## src/verilog/nvm_pkg.sv

```systemverilog
// shared constants for the byte eeprom access controller
// assumes a 32-bit ahb-lite register bus and an 8-bit, 256-entry store
package nvm_pkg;

  // store geometry
  localparam int NVM_DEPTH = 256;
  localparam int BYTE_W = 8;
  localparam logic [7:0] BYTE_ERASED = 8'hFF;

  // register byte offsets, decoded on haddr[7:0]
  localparam logic [7:0] OFS_ADDR = 8'h00;
  localparam logic [7:0] OFS_DATA = 8'h04;
  localparam logic [7:0] OFS_CTRL = 8'h08;
  localparam logic [7:0] OFS_IRQ_STAT = 8'h0C;
  localparam logic [7:0] OFS_IRQ_MASK = 8'h10;

  // control register fields
  localparam int CTRL_RD_BIT = 0;
  localparam int CTRL_PROG_BIT = 1;
  localparam int CTRL_ARM_BIT = 2;
  localparam int CTRL_MODE_LSB = 4;
  localparam int CTRL_MODE_MSB = 5;

  // program mode encodings
  localparam logic [1:0] MODE_ATOMIC = 2'h0;
  localparam logic [1:0] MODE_ERASE = 2'h1;
  localparam logic [1:0] MODE_WRITE = 2'h2;
  localparam logic [1:0] MODE_RSVD = 2'h3;

  // interrupt status and mask fields
  localparam int IRQ_W = 3;
  localparam int IRQ_DONE_BIT = 0;
  localparam int IRQ_RD_BIT = 1;
  localparam int IRQ_REF_BIT = 2;

  // reset values
  localparam logic [7:0] ADDR_RST = 8'h00;
  localparam logic [7:0] DATA_RST = 8'h00;
  localparam logic [1:0] MODE_RST = 2'h0;
  localparam logic [2:0] IRQ_RST = 3'h0;

  // timing counts in cpu clock cycles
  localparam logic [2:0] ARM_WINDOW = 3'h4;
  localparam logic [2:0] READ_STALL = 3'h4;
  localparam logic [2:0] PROG_STALL = 3'h2;

  // programming phase lengths in calibrated oscillator ticks
  localparam logic [7:0] ERASE_TICKS = 8'h10;
  localparam logic [7:0] WRITE_TICKS = 8'h10;

endpackage

```

## src/verilog/nvm_byte_store.sv

```systemverilog
// 256 x 8 nonvolatile byte array with one write and one read port
// assumes the caller only pulses wr_en_i once per finished phase
`timescale 1ns/1ps
`default_nettype none
module nvm_byte_store
  import nvm_pkg::*;
(
  input wire logic mclk_i, // cpu clock
  input wire logic wr_en_i, // end-of-phase pulse
  input wire logic erase_i, // 1 erase, 0 program
  input wire logic [7:0] addr_i, // byte address
  input wire logic [7:0] wdata_i, // byte to program
  output logic [7:0] rdata_o // byte at addr_i
);

  // cell array, no reset: contents survive any reset
  logic [BYTE_W-1:0] mem [0:NVM_DEPTH-1];

  // erase drives cells to all ones; program can only clear bits,
  // so programming an unerased byte leaves a mix of old and new
  always_ff @(posedge mclk_i) begin
    if (wr_en_i) begin
      if (erase_i) begin
        mem[addr_i] <= BYTE_ERASED;
      end else begin
        mem[addr_i] <= mem[addr_i] & wdata_i;
      end
    end
  end

  // asynchronous read, the caller registers it
  assign rdata_o = mem[addr_i];

endmodule
`default_nettype wire

```

## src/verilog/nvm_prog_engine.sv

```systemverilog
// programming sequencer timed by the calibrated oscillator
// assumes osc_i is asynchronous to mclk_i and far slower than it
`timescale 1ns/1ps
`default_nettype none
module nvm_prog_engine
  import nvm_pkg::*;
(
  input wire logic mclk_i, // cpu clock
  input wire logic por_i, // supply-level reset, async high
  input wire logic osc_i, // calibrated oscillator pin
  input wire logic start_i, // one-cycle start request
  input wire logic [1:0] mode_i, // program mode at start
  output logic busy_o, // operation in progress
  output logic done_o, // one-cycle completion pulse
  output logic wr_en_o, // one-cycle cell update pulse
  output logic erase_o // cell update is an erase
);

  typedef enum logic [1:0] {ST_IDLE, ST_ERASE, ST_WRITE} eng_state_e;

  eng_state_e state_ff; // sequencer state
  logic [1:0] mode_ff; // latched program mode
  logic [7:0] tick_cnt_ff; // ticks left in phase
  logic osc_s1_ff, osc_s2_ff, osc_s3_ff; // sync chain + edge history
  logic osc_tick; // rising oscillator edge
  logic phase_end; // last tick of a phase

  // oscillator sync; the second and third stages feed the edge detector
  always_ff @(posedge mclk_i or posedge por_i) begin
    if (por_i) begin
      osc_s1_ff <= 1'b0;
      osc_s2_ff <= 1'b0;
      osc_s3_ff <= 1'b0;
    end else begin
      osc_s1_ff <= osc_i;
      osc_s2_ff <= osc_s1_ff;
      osc_s3_ff <= osc_s2_ff;
    end
  end

  assign osc_tick = osc_s2_ff & ~osc_s3_ff;
  assign phase_end = osc_tick & (tick_cnt_ff == 8'h01);
  assign busy_o = (state_ff != ST_IDLE);

  // sequencer; only por_i resets it so a cpu reset cannot cut a write
  always_ff @(posedge mclk_i or posedge por_i) begin
    if (por_i) begin
      state_ff <= ST_IDLE;
      mode_ff <= MODE_RST;
      tick_cnt_ff <= 8'h00;
      done_o <= 1'b0;
      wr_en_o <= 1'b0;
      erase_o <= 1'b0;
    end else begin
      done_o <= 1'b0;
      wr_en_o <= 1'b0;
      case (state_ff)
        ST_IDLE: begin
          if (start_i) begin
            mode_ff <= mode_i;
            if (mode_i == MODE_WRITE) begin
              state_ff <= ST_WRITE;
              tick_cnt_ff <= WRITE_TICKS;
            end else begin
              state_ff <= ST_ERASE;
              tick_cnt_ff <= ERASE_TICKS;
            end
          end
        end
        ST_ERASE: begin
          if (osc_tick) begin
            tick_cnt_ff <= tick_cnt_ff - 8'h01;
          end
          if (phase_end) begin
            wr_en_o <= 1'b1;
            erase_o <= 1'b1;
            if (mode_ff == MODE_ATOMIC) begin
              state_ff <= ST_WRITE;
              tick_cnt_ff <= WRITE_TICKS;
            end else begin
              state_ff <= ST_IDLE;
              done_o <= 1'b1;
            end
          end
        end
        ST_WRITE: begin
          if (osc_tick) begin
            tick_cnt_ff <= tick_cnt_ff - 8'h01;
          end
          if (phase_end) begin
            wr_en_o <= 1'b1;
            erase_o <= 1'b0;
            state_ff <= ST_IDLE;
            done_o <= 1'b1;
          end
        end
        default: begin
          state_ff <= ST_IDLE;
        end
      endcase
    end
  end

endmodule
`default_nettype wire

```

## src/verilog/byte_eeprom_access_controller.sv

```systemverilog
// top of the byte eeprom access controller: ahb-lite register slave,
// arm window, cpu stall generation, interrupt status and the store.
// assumes a single ahb-lite slave whose hreadyout is the bus hready,
// and a calibrated oscillator on osc_i that is asynchronous to mclk_i.
`timescale 1ns/1ps
`default_nettype none
module byte_eeprom_access_controller
  import nvm_pkg::*;
(
  input wire logic mclk_i, // cpu clock, 100 MHz
  input wire logic reset_i, // cpu reset, async high
  input wire logic por_i, // supply reset, async high
  input wire logic osc_i, // calibrated oscillator pin
  input wire logic hsel_i, // ahb slave select
  input wire logic [31:0] haddr_i, // ahb address
  input wire logic [1:0] htrans_i, // ahb transfer type
  input wire logic hwrite_i, // ahb write flag
  input wire logic [2:0] hsize_i, // ahb size, word only
  input wire logic [31:0] hwdata_i, // ahb write data
  input wire logic hready_i, // ahb bus ready
  output logic hreadyout_o, // slave ready
  output logic hresp_o, // slave response, always okay
  output logic [31:0] hrdata_o, // read data
  output logic irq_o // level interrupt
);

  // ---------------------------------------------------------------
  // register state
  // ---------------------------------------------------------------
  logic [7:0] addr_ff; // nvm_addr_low_reg
  logic [7:0] data_ff; // nvm_data_reg
  logic [1:0] mode_ff; // program_mode_bits
  logic [2:0] arm_cnt_ff; // program_arm window left
  logic [2:0] stall_cnt_ff; // extra wait states left
  logic wr_pend_ff; // write data phase pending
  logic rd_pend_ff; // read data phase pending
  logic [7:0] areg_ff; // captured byte offset
  logic [IRQ_W-1:0] irq_stat_ff; // sticky event flags
  logic [IRQ_W-1:0] irq_mask_ff; // interrupt enables
  logic [31:0] rdata_ff; // registered read data
  logic [7:0] tgt_addr_ff; // byte address of the running operation
  logic [7:0] tgt_data_ff; // byte value of the running operation

  // next values
  logic [7:0] nxt_addr;
  logic [7:0] nxt_data;
  logic [1:0] nxt_mode;
  logic [2:0] nxt_arm_cnt;
  logic [2:0] nxt_stall_cnt;
  logic [IRQ_W-1:0] nxt_irq_stat;
  logic [IRQ_W-1:0] nxt_irq_mask;

  // ---------------------------------------------------------------
  // bus decode wires
  // ---------------------------------------------------------------
  logic addr_phase; // address phase taken this edge
  logic sel_addr, sel_data, sel_ctrl, sel_stat, sel_mask; // offset hits
  logic ctrl_wr; // control register write
  logic rd_req, pg_req, arm_req; // strobe bits written
  logic [1:0] wmode; // mode field of the write
  logic armed; // arm window open
  logic busy; // programming in progress
  logic start_ok; // accepted program start
  logic rd_ok; // accepted read
  logic refuse_evt; // refused start or read
  logic stall_now; // stall begins this cycle
  logic [IRQ_W-1:0] w1c; // status bits being cleared
  logic [IRQ_W-1:0] irq_evt; // status bits being set
  logic [31:0] rd_mux; // read data selection
  logic [31:0] ctrl_view; // control register as read
  logic [7:0] store_rdata; // byte at store_addr
  logic [7:0] store_addr; // store port address
  logic eng_done; // programming finished
  logic eng_wr_en; // cell update pulse
  logic eng_erase; // cell update is an erase

  // address phase only when selected, non-idle and the bus is ready
  assign addr_phase = hsel_i & htrans_i[1] & hready_i;

  // register decode on the captured byte offset
  assign sel_addr = (areg_ff == OFS_ADDR);
  assign sel_data = (areg_ff == OFS_DATA);
  assign sel_ctrl = (areg_ff == OFS_CTRL);
  assign sel_stat = (areg_ff == OFS_IRQ_STAT);
  assign sel_mask = (areg_ff == OFS_IRQ_MASK);

  // control write fields, sampled in the first data-phase cycle
  assign ctrl_wr = wr_pend_ff & sel_ctrl;
  assign rd_req = ctrl_wr & hwdata_i[CTRL_RD_BIT];
  assign pg_req = ctrl_wr & hwdata_i[CTRL_PROG_BIT];
  assign arm_req = ctrl_wr & hwdata_i[CTRL_ARM_BIT];
  assign wmode = hwdata_i[CTRL_MODE_MSB:CTRL_MODE_LSB];
  assign armed = (arm_cnt_ff != 3'h0);

  // a start needs an open window, a legal mode and an idle engine;
  // arm and strobe in one write do not count as a prior arm
  assign start_ok = pg_req & ~busy & armed & ~arm_req
                    & (wmode != MODE_RSVD);

  // engine updates use the latched target, reads the software address
  assign store_addr = (busy | eng_wr_en) ? tgt_addr_ff : addr_ff;

  // program strobe wins over a read strobe in the same write
  assign rd_ok = rd_req & ~busy & ~pg_req;

  // a read or program strobe that was not honoured is reported
  assign refuse_evt = (pg_req & ~start_ok) | (rd_req & ~rd_ok);

  // the write data phase itself is the first stalled cycle
  assign stall_now = rd_ok | start_ok;

  // read wait state, strobe stall and its tail all hold the bus
  assign hreadyout_o = ~(rd_pend_ff | stall_now | (stall_cnt_ff != 3'h0));
  assign hresp_o = 1'b0;
  assign hrdata_o = rdata_ff;

  // events and write-one-to-clear mask for the status register
  assign irq_evt[IRQ_DONE_BIT] = eng_done;
  assign irq_evt[IRQ_RD_BIT] = rd_ok;
  assign irq_evt[IRQ_REF_BIT] = refuse_evt;
  assign w1c = (wr_pend_ff & sel_stat) ? hwdata_i[IRQ_W-1:0] : IRQ_RST;

  // level interrupt from unmasked sticky flags
  assign irq_o = |(irq_stat_ff & irq_mask_ff);

  // control readback: strobe shows busy, arm shows the open window
  assign ctrl_view = {26'h0000000, mode_ff, 1'b0, armed, busy, 1'b0};

  // read data selection; unmapped offsets read as zero
  assign rd_mux = sel_addr ? {24'h000000, addr_ff} :
                  sel_data ? {24'h000000, data_ff} :
                  sel_ctrl ? ctrl_view :
                  sel_stat ? {29'h00000000, irq_stat_ff} :
                  sel_mask ? {29'h00000000, irq_mask_ff} : 32'h00000000;

  // ---------------------------------------------------------------
  // next-value logic
  // ---------------------------------------------------------------

  // address: frozen while busy so the engine's target stays put
  always_comb begin
    nxt_addr = addr_ff;
    if (wr_pend_ff & sel_addr & ~busy) begin
      nxt_addr = hwdata_i[7:0];
    end
  end

  // data: software byte or the byte fetched by a read strobe
  always_comb begin
    nxt_data = data_ff;
    if (rd_ok) begin
      nxt_data = store_rdata;
    end else if (wr_pend_ff & sel_data & ~busy) begin
      nxt_data = hwdata_i[7:0];
    end
  end

  // mode: only changes while the engine is idle
  always_comb begin
    nxt_mode = mode_ff;
    if (ctrl_wr & ~busy) begin
      nxt_mode = wmode;
    end
  end

  // arm window: opens for four cycles, consumed by a start
  always_comb begin
    nxt_arm_cnt = arm_cnt_ff;
    if (start_ok) begin
      nxt_arm_cnt = 3'h0;
    end else if (arm_req & ~pg_req & ~busy) begin
      nxt_arm_cnt = ARM_WINDOW;
    end else if (armed) begin
      nxt_arm_cnt = arm_cnt_ff - 3'h1;
    end
  end

  // stall tail: the first stalled cycle is stall_now itself
  always_comb begin
    nxt_stall_cnt = stall_cnt_ff;
    if (rd_ok) begin
      nxt_stall_cnt = READ_STALL - 3'h1;
    end else if (start_ok) begin
      nxt_stall_cnt = PROG_STALL - 3'h1;
    end else if (stall_cnt_ff != 3'h0) begin
      nxt_stall_cnt = stall_cnt_ff - 3'h1;
    end
  end

  // sticky flags: a new event beats a clear in the same cycle
  always_comb begin
    nxt_irq_stat = (irq_stat_ff & ~w1c) | irq_evt;
  end

  // mask register, plain read/write
  always_comb begin
    nxt_irq_mask = irq_mask_ff;
    if (wr_pend_ff & sel_mask) begin
      nxt_irq_mask = hwdata_i[IRQ_W-1:0];
    end
  end

  // ---------------------------------------------------------------
  // flops
  // ---------------------------------------------------------------

  // bus phase tracking; no capture while the bus is stalled
  always_ff @(posedge mclk_i or posedge reset_i) begin
    if (reset_i) begin
      wr_pend_ff <= 1'b0;
      rd_pend_ff <= 1'b0;
      areg_ff <= 8'h00;
    end else if (addr_phase) begin
      wr_pend_ff <= hwrite_i;
      rd_pend_ff <= ~hwrite_i;
      areg_ff <= haddr_i[7:0];
    end else begin
      wr_pend_ff <= 1'b0;
      rd_pend_ff <= 1'b0;
    end
  end

  // read data sampled in the wait state so a prior write is visible
  always_ff @(posedge mclk_i or posedge reset_i) begin
    if (reset_i) begin
      rdata_ff <= 32'h00000000;
    end else if (rd_pend_ff) begin
      rdata_ff <= rd_mux;
    end
  end

  // software-visible registers
  always_ff @(posedge mclk_i or posedge reset_i) begin
    if (reset_i) begin
      addr_ff <= ADDR_RST;
      data_ff <= DATA_RST;
      mode_ff <= MODE_RST;
    end else begin
      addr_ff <= nxt_addr;
      data_ff <= nxt_data;
      mode_ff <= nxt_mode;
    end
  end

  // operation target; only por_i clears it, because a cpu reset wipes
  // the software copies while the engine still has a cell to update
  always_ff @(posedge mclk_i or posedge por_i) begin
    if (por_i) begin
      tgt_addr_ff <= ADDR_RST;
      tgt_data_ff <= DATA_RST;
    end else if (start_ok) begin
      tgt_addr_ff <= addr_ff;
      tgt_data_ff <= data_ff;
    end
  end

  // timing counters
  always_ff @(posedge mclk_i or posedge reset_i) begin
    if (reset_i) begin
      arm_cnt_ff <= 3'h0;
      stall_cnt_ff <= 3'h0;
    end else begin
      arm_cnt_ff <= nxt_arm_cnt;
      stall_cnt_ff <= nxt_stall_cnt;
    end
  end

  // interrupt registers
  always_ff @(posedge mclk_i or posedge reset_i) begin
    if (reset_i) begin
      irq_stat_ff <= IRQ_RST;
      irq_mask_ff <= IRQ_RST;
    end else begin
      irq_stat_ff <= nxt_irq_stat;
      irq_mask_ff <= nxt_irq_mask;
    end
  end

  // ---------------------------------------------------------------
  // sub-blocks
  // ---------------------------------------------------------------

  // engine survives reset_i; only por_i stops a running operation
  nvm_prog_engine u_engine (
    .mclk_i(mclk_i),
    .por_i(por_i),
    .osc_i(osc_i),
    .start_i(start_ok),
    .mode_i(wmode),
    .busy_o(busy),
    .done_o(eng_done),
    .wr_en_o(eng_wr_en),
    .erase_o(eng_erase)
  );

  // the byte array; a running operation writes its latched target
  nvm_byte_store u_store (
    .mclk_i(mclk_i),
    .wr_en_i(eng_wr_en),
    .erase_i(eng_erase),
    .addr_i(store_addr),
    .wdata_i(tgt_data_ff),
    .rdata_o(store_rdata)
  );

endmodule
`default_nettype wire

```

## config.mk

```make
export PLATFORM = sky130hd
export DESIGN_NAME = byte_eeprom_access_controller
export DESIGN_NICKNAME = d
export VERILOG_FILES = /design/src/verilog/nvm_pkg.sv /design/src/verilog/nvm_byte_store.sv /design/src/verilog/nvm_prog_engine.sv /design/src/verilog/byte_eeprom_access_controller.sv
export SDC_FILE = /design/constraint.sdc
export NUM_CORES = 2
export LEC_CHECK = 0
export ABC_CLOCK_PERIOD_IN_PS = 27100
export BUFFER_PORTS_ARGS = -buffer_cell sky130_fd_sc_hd__clkbuf_2
export CAP_MARGIN = 20
export CORE_MARGIN = 2
export CORE_UTILIZATION = 50
export DETAILED_ROUTE_END_ITERATION = 10
export PLACE_DENSITY_LB_ADDON = 0.1
export SYNTH_ARGS = -nofsm -noshare
export SYNTH_HDL_FRONTEND = slang
export SYNTH_SLANG_ARGS = --single-unit
```

## constraint.sdc

```tcl
create_clock -name mclk_i -period 27.1 [get_ports mclk_i]
set_clock_uncertainty 0.1 [all_clocks]
set_input_delay 5.42 -clock mclk_i [delete_from_list [all_inputs] [get_ports mclk_i]]
set_output_delay 5.42 -clock mclk_i [all_outputs]
set_load 0.05 [all_outputs]
```

After elaboration in Yosys (flattened, before gate mapping):

Memory sizes are Yosys's and may differ from the RTL's.
Index checks and enable logic that the tools add are counted.

* memories: 1
* logic and storage cells: 142
* memory bits (writable): 2048
* flip-flop bits (word level): 106
* bits in read-only memories: 0
* output and inout bits: 35
* latch bits: 0

* reductions and logical operators: 17
* div/mod/pow operators: 0
* bitwise gates (word level): 44
* add/sub/neg operators: 3
* magnitude comparators: 0
* shift-type cells: 0
* multipliers: 0
* mux-type cells: 43
* eq/ne operators: 12

Memories
* u_store.mem: words 256, bits a word 8, read ports 1, clocked after memory_dff 0, write ports 1, line nvm_byte_store.sv:17 `logic [BYTE_W-1:0] mem [0:NVM_DEPTH-1];`

Operator list (number)
* $mux 8: 10
* $mux 3: 9
* $and 1x1->1: 25
* $pmux 8 s3: 1
* $eq 8x4->1 const B: 2
* $reduce_bool 3->1: 5
* $mux 1: 14
* $mux 2: 5
* $and 8x8->8: 1
* $eq 8x1->1 const B: 1
* $eq 8x3->1 const B: 1
* $eq 8x5->1 const B: 1
* $logic_not 8->1: 1
* $not 1->1: 8
* $sub 8x1->8 const B: 1
* $and 3x3->3: 2
* $mux 6: 1
* $or 1x1->1: 6
* $pmux 2 s3: 1
* $reduce_and 3->1: 2
* $reduce_bool 2->1: 3
* $sub 3x1->3 const B: 2
* $eq 2x2->1 const B: 2
* $logic_not 2->1: 2
* 9 further kinds: 13

Longest topological paths before layout:

* word-level depth: 11
* depth in mapped cells: 14
* gate-level depth less buffers: 10

Modules after synthesis:

A second synthesis with hierarchy kept.

* cells, all modules: 4261
* area, all modules: 83933.0 µm²

Modules (own cells, without submodules)
* nvm_byte_store: area each 79547.5 µm², cells each 3861, times used 1
* byte_eeprom_access_controller: area each 3355.7 µm², cells each 303, times used 1
* nvm_prog_engine: area each 1029.7 µm², cells each 97, times used 1

Least setup slack after synthesis:

Ideal clock, no wire load.

* path kind: in2out
* start: input port hwdata_i[5]
* end: output port hreadyout_o
* cell stages on the path: 7
* required time: 21.580 ns
* arrival time: 7.577 ns
* slack: 14.003 ns
* cell sequence: nand2_1 > and4b_1 > nand4_1 > clkbuf_1 > clkbuf_1 > nand2_1 > nor3b_1

* word-level cells in the longest chain between the ends: 6

Ends and longest elaborated chain
* from (decl): line byte_eeprom_access_controller.sv:19 `input wire logic [31:0] hwdata_i,`
* $ne 2x2->1: line byte_eeprom_access_controller.sv:98 `& (wmode != MODE_RSVD);`
* $and 1x1->1: line byte_eeprom_access_controller.sv:98
* $or 1x1->1: line byte_eeprom_access_controller.sv:110 `assign stall_now = rd_ok | start_ok;`
* $or 1x1->1 (2 in series): line byte_eeprom_access_controller.sv:113 `assign hreadyout_o = ~(rd_pend_ff | stall_now | (stall_cnt_ff != 3'h0));`
* $not 1->1: line byte_eeprom_access_controller.sv:113
* to (decl): line byte_eeprom_access_controller.sv:21 `output logic hreadyout_o,`

Every way passes these cells.

Worst setup path in the final report:

* start: input port hwdata_i[2]
* end: output port hreadyout_o

* word-level cells in the longest chain between the ends: 8

Ends and longest elaborated chain
* $and 1x1->1: line byte_eeprom_access_controller.sv:91 `assign arm_req = ctrl_wr & hwdata_i[CTRL_ARM_BIT];`
* $not 1->1: line byte_eeprom_access_controller.sv:97 `assign start_ok = pg_req & ~busy & armed & ~arm_req`
* $and 1x1->1: line byte_eeprom_access_controller.sv:97
* $and 1x1->1: line byte_eeprom_access_controller.sv:98
* $or 1x1->1: line byte_eeprom_access_controller.sv:110
* $or 1x1->1 (2 in series): line byte_eeprom_access_controller.sv:113
* $not 1->1: line byte_eeprom_access_controller.sv:113

Every way passes these cells.

==> reports/metrics.cfg <==
[power_and_ir_drop]
peakVddDrop_uv = 73.9
cell_internal_pwr_w = 0.00542
powerDensity_nw_per_um2 = 82.9
power_switching_share_pct = 25.5
power.static_leakage_nw = 32.1
p_comb_share_pct = 12.6
pwr-share-seq_pct = 49.3
design_power_total_w = 0.00727
power_frac_clock_pct = 38.1
switching_power_w = 0.00186

[yosys]
post_synth_and_or_nand_nor_area_fraction_pct = 2.28
fraction_of_the_mapped_netlist_area_in_adder_cells_pct = 0.159
synth_top_family_by_area = compound AO/OA/AOI/OAI gates
synth-compound-area-share_pct = 13.9
synth.cell_area_sq_um = 78900
synth_cell_type_count = 57
primary_ff_master_synth = sky130_fd_sc_hd__edfxtp_1
synth.area.mux_share_pct = 0.617
synth_xor_xnor_area_share_pct = 0.0888
synth_seq_cells = 2130
ys_seq_area_share_pct = 80.5
ys.warnings.count = 0
synth_cells = 4808
post_synth.cell_area_avg_sq_um = 16.4
synth-async-reset-ratio_pct = 3.85
number_of_synthesized_flops_with_an_enable_pin = 2048

[placement]
place.gp.congestion = 0.802
placed_area_sq_um = 81200
port-buffer-count = 33
hpwl_mm = 117
post-place-ws_ps = 14650

[setup_path]
setup.worst_path.end_class = primary output
start_kind = primary input
crit_fanout = 29
arrival_ps = 6930
cp_data_required_time_ps = 21580
critical_path_class = in -> out

[sta]
max_clock_freq_mhz = 80.3
post_layout_min_period_ps = 12450
final_max_slew_viol_count = 0
worst_slack_ps = 14650
fin_tns_setup_ps = 0
setup_viol = 0
hold_viol = 0
rsz0062_at_grt = false
worst_slew_pin_slew_ps = 1170
maxSlewHeadroom_pct = 21.2
timing.final.crit_share_pct = 45.9

[cells_and_area]
antennaDiodeCount = 0
fin_nets = 4899
drive_above_1_share_pct = 10.1
fin_util_pct = 56.1
num-fill-cells = 12181
fin_area_sq_um = 87800
areaGrowthSynthToFinish_pct = 11.2

[floorplan]
pin_count = 111
core_region_area_sq_um = 156000
initial_utilization_pct = 50.4
floorplan.die.height_microns = 401
die_width_microns = 401
die_area_sq_um = 161000
placementRows = 145

[flow_run]
timing.max_cap.violations = 0

[route]
drt_pre_antenna_iters = 5
drt-wirelength-per-cell_microns = 30.3
vias = 45619
detail_route.iter0.violations = 5306
drt.antenna.violating_nets = 0
detail_route.vias_per_cell = 6.48
detail_route.wirelength_mm = 213
drc_violations_left = 0

[grt]
track_usage_pct = 26.0
grt_antenna_before_repair = 6
via_count_of_the_first_global_routing_pass = 43579
wire_length_of_the_first_global_routing_pass_mm = 307
largest_net_degree_at_the_start_of_global_routing = 209
grt-ovfl-total = 0

[clock_network]
cts_sinks = 2130
cts_tree = built
clock_tree.root_cell = sky130_fd_sc_hd__clkbuf_16
cts_htree_levels = 4
cts_inserted_buffers = 210
clkSlewWorstSetupHoldPaths_ps = 60
cts.path.max_buffers = 3
post_cts_resize_count = 0
cts_hold_buf = 0
cts.repair_timing.setup_buffer_count = 0
insertion_delay_ps = 850

[min_path]
hp-class = reg -> reg

[status]
outcome = finished, final reports clean

[worst max-delay path, cell delays in order]
cell	delay, ps
sky130_fd_sc_hd__clkbuf_2	180
sky130_fd_sc_hd__and4b_1	230
sky130_fd_sc_hd__nand4_1	90
sky130_fd_sc_hd__buf_4	330
sky130_fd_sc_hd__nand2_1	120
sky130_fd_sc_hd__nor3b_1	230
sky130_fd_sc_hd__clkbuf_2	320
[layer usage]
metal	routed length (microns)	vias to the layer above	GRT usage, %	share of wire, %
met2	100000	2003	40.4	47
met5	32	-	0	0.015
met3	17300	305	4.17	8.1
met1	89900	23510	38.3	42
met4	5620	4	7.61	2.6
li1	-	19797	-	-
[sequential cells by signal, indices dropped and copies added (netlist names), 2 cells and up]
name and flops:
areg_ff 8, u_engine.mode_ff 2, tgt_data_ff 8, u_engine.state_ff 2, data_ff 8, tgt_addr_ff 8, addr_ff 8, u_store.mem 2048
irq_mask_ff 3, mode_ff 2, arm_cnt_ff 3, irq_stat_ff 3, hrdata_o 8, u_engine.tick_cnt_ff 8, stall_cnt_ff 3
[cell type report]
type	instances	area, sq um	area share, %
Clock buffer	275	5650	6.44
Clock inverter	108	830	0.945
Inverter	35	131	0.150
Multi-Input combinational cell	2290	13900	15.8
Sequential cell	2130	63600	72.4
Tap cell	2058	2570	2.93
Timing Repair Buffer	146	1140	1.30
[worst paths after layout]
kind                                               from                      endpoint  slack (ps)  depth (start not counted)
hold reg to reg            u_engine.osc_s1_ff$_DFF_PP0_  u_engine.osc_s2_ff$_DFF_PP0_         260                          0
min in group asynchronous                       reset_i        areg_ff[7]$_DFFE_PP0P_        4350                          2
max in group asynchronous                         por_i    tgt_data_ff[0]$_DFFE_PP0P_       22020                          3
setup / recovery                            hwdata_i[2]                   hreadyout_o       14650                          7
setup reg to reg             u_engine.wr_en_o$_DFF_PP0_  u_store.mem[11][5]$_DFFE_PP_       16540                         18
hold / removal             u_engine.osc_s1_ff$_DFF_PP0_  u_engine.osc_s2_ff$_DFF_PP0_         260                          0
[through the flow]
step           hold WS [ps]  std cells
3_3_place_gp            246       6653
5_1_grt                 276       7042
2_1_floorplan           231       4832
6_report                258       7042
3_5_place_dp            242       6653
4_1_cts                 265       7036
[synthesized netlist by cell type (4+ instances only)]
master / count / area share [%]
sky130_fd_sc_hd__xnor2_1: 4 / 0.044
sky130_fd_sc_hd__nor2_1: 292 / 1.4
sky130_fd_sc_hd__buf_2: 177 / 1.1
sky130_fd_sc_hd__o21ai_1: 20 / 0.13
sky130_fd_sc_hd__a31oi_1: 5 / 0.040
sky130_fd_sc_hd__nor3_1: 6 / 0.038
sky130_fd_sc_hd__o21ai_0: 524 / 3.3
sky130_fd_sc_hd__xor2_1: 4 / 0.044
sky130_fd_sc_hd__edfxtp_1: 2048 / 78
sky130_fd_sc_hd__a21oi_1: 14 / 0.089
sky130_fd_sc_hd__o41ai_1: 24 / 0.27
sky130_fd_sc_hd__mux2i_1: 7 / 0.089
sky130_fd_sc_hd__mux2_2: 37 / 0.53
sky130_fd_sc_hd__ha_1: 10 / 0.16
sky130_fd_sc_hd__a22oi_1: 8 / 0.076
sky130_fd_sc_hd__nand2_1: 44 / 0.21
sky130_fd_sc_hd__inv_1: 35 / 0.17
sky130_fd_sc_hd__nand4_1: 5 / 0.040
sky130_fd_sc_hd__o31ai_1: 4 / 0.038
sky130_fd_sc_hd__nand3_1: 20 / 0.13
sky130_fd_sc_hd__or2_2: 6 / 0.048
sky130_fd_sc_hd__nor4_1: 8 / 0.063
sky130_fd_sc_hd__buf_1: 7 / 0.033
sky130_fd_sc_hd__o22ai_1: 1027 / 8.1
sky130_fd_sc_hd__clkbuf_1: 164 / 0.78
sky130_fd_sc_hd__nand2b_1: 8 / 0.063
sky130_fd_sc_hd__dfrtp_1: 82 / 2.6
sky130_fd_sc_hd__a31o_2: 4 / 0.044
sky130_fd_sc_hd__nand3b_1: 6 / 0.057
sky130_fd_sc_hd__o2111ai_1: 10 / 0.11
sky130_fd_sc_hd__buf_4: 28 / 0.27
sky130_fd_sc_hd__a31oi_4: 4 / 0.11
sky130_fd_sc_hd__a41oi_1: 128 / 1.4
sky130_fd_sc_hd__nor2b_1: 5 / 0.040
[power groups by stage]
stage | Combinational (W) | Clock [W] | Sequential (W)
floorplan | 0.000557 | 0 | 0.00366
global placement | 0.000911 | 0 | 0.00366
detailed placement | 0.000913 | 0 | 0.00366
CTS | 0.000918 | 0.00280 | 0.00359
global route | 0.000985 | 0.00293 | 0.00359
finish | 0.000917 | 0.00277 | 0.00359
[cell usage in the layout, fill, tap and decap left out, types with 17 or more instances in the layout]
| cell | n |
|---|---|
| sky130_fd_sc_hd__edfxtp_1 | 2048 |
| sky130_fd_sc_hd__o22ai_1 | 1027 |
| sky130_fd_sc_hd__o21ai_0 | 521 |
| sky130_fd_sc_hd__nor2_1 | 292 |
| sky130_fd_sc_hd__clkbuf_16 | 217 |
| sky130_fd_sc_hd__a41oi_1 | 128 |
| sky130_fd_sc_hd__buf_4 | 101 |
| sky130_fd_sc_hd__dfrtp_1 | 82 |
| sky130_fd_sc_hd__clkinv_1 | 61 |
| sky130_fd_sc_hd__clkbuf_1 | 58 |
| sky130_fd_sc_hd__nand2_1 | 44 |
| sky130_fd_sc_hd__mux2_2 | 37 |
| sky130_fd_sc_hd__inv_1 | 34 |
| sky130_fd_sc_hd__clkbuf_2 | 33 |
| sky130_fd_sc_hd__clkinv_2 | 26 |
| sky130_fd_sc_hd__conb_1 | 25 |
| sky130_fd_sc_hd__o41ai_1 | 17 |
[cell families (layout without fill, tap and decap cells)]
logic type	Yosys count	count (layout)
flip-flops	2130	2130
AO/OA/AOI/OAI	1785	1785
AND/OR/NAND/NOR	418	418
buffers and inverters	412	564
multiplexers	44	44
adder cells (fa/ha/maj)	10	10
XOR/XNOR	8	8
other	1	25
Note: power is estimated with default switching activity, not from simulation.
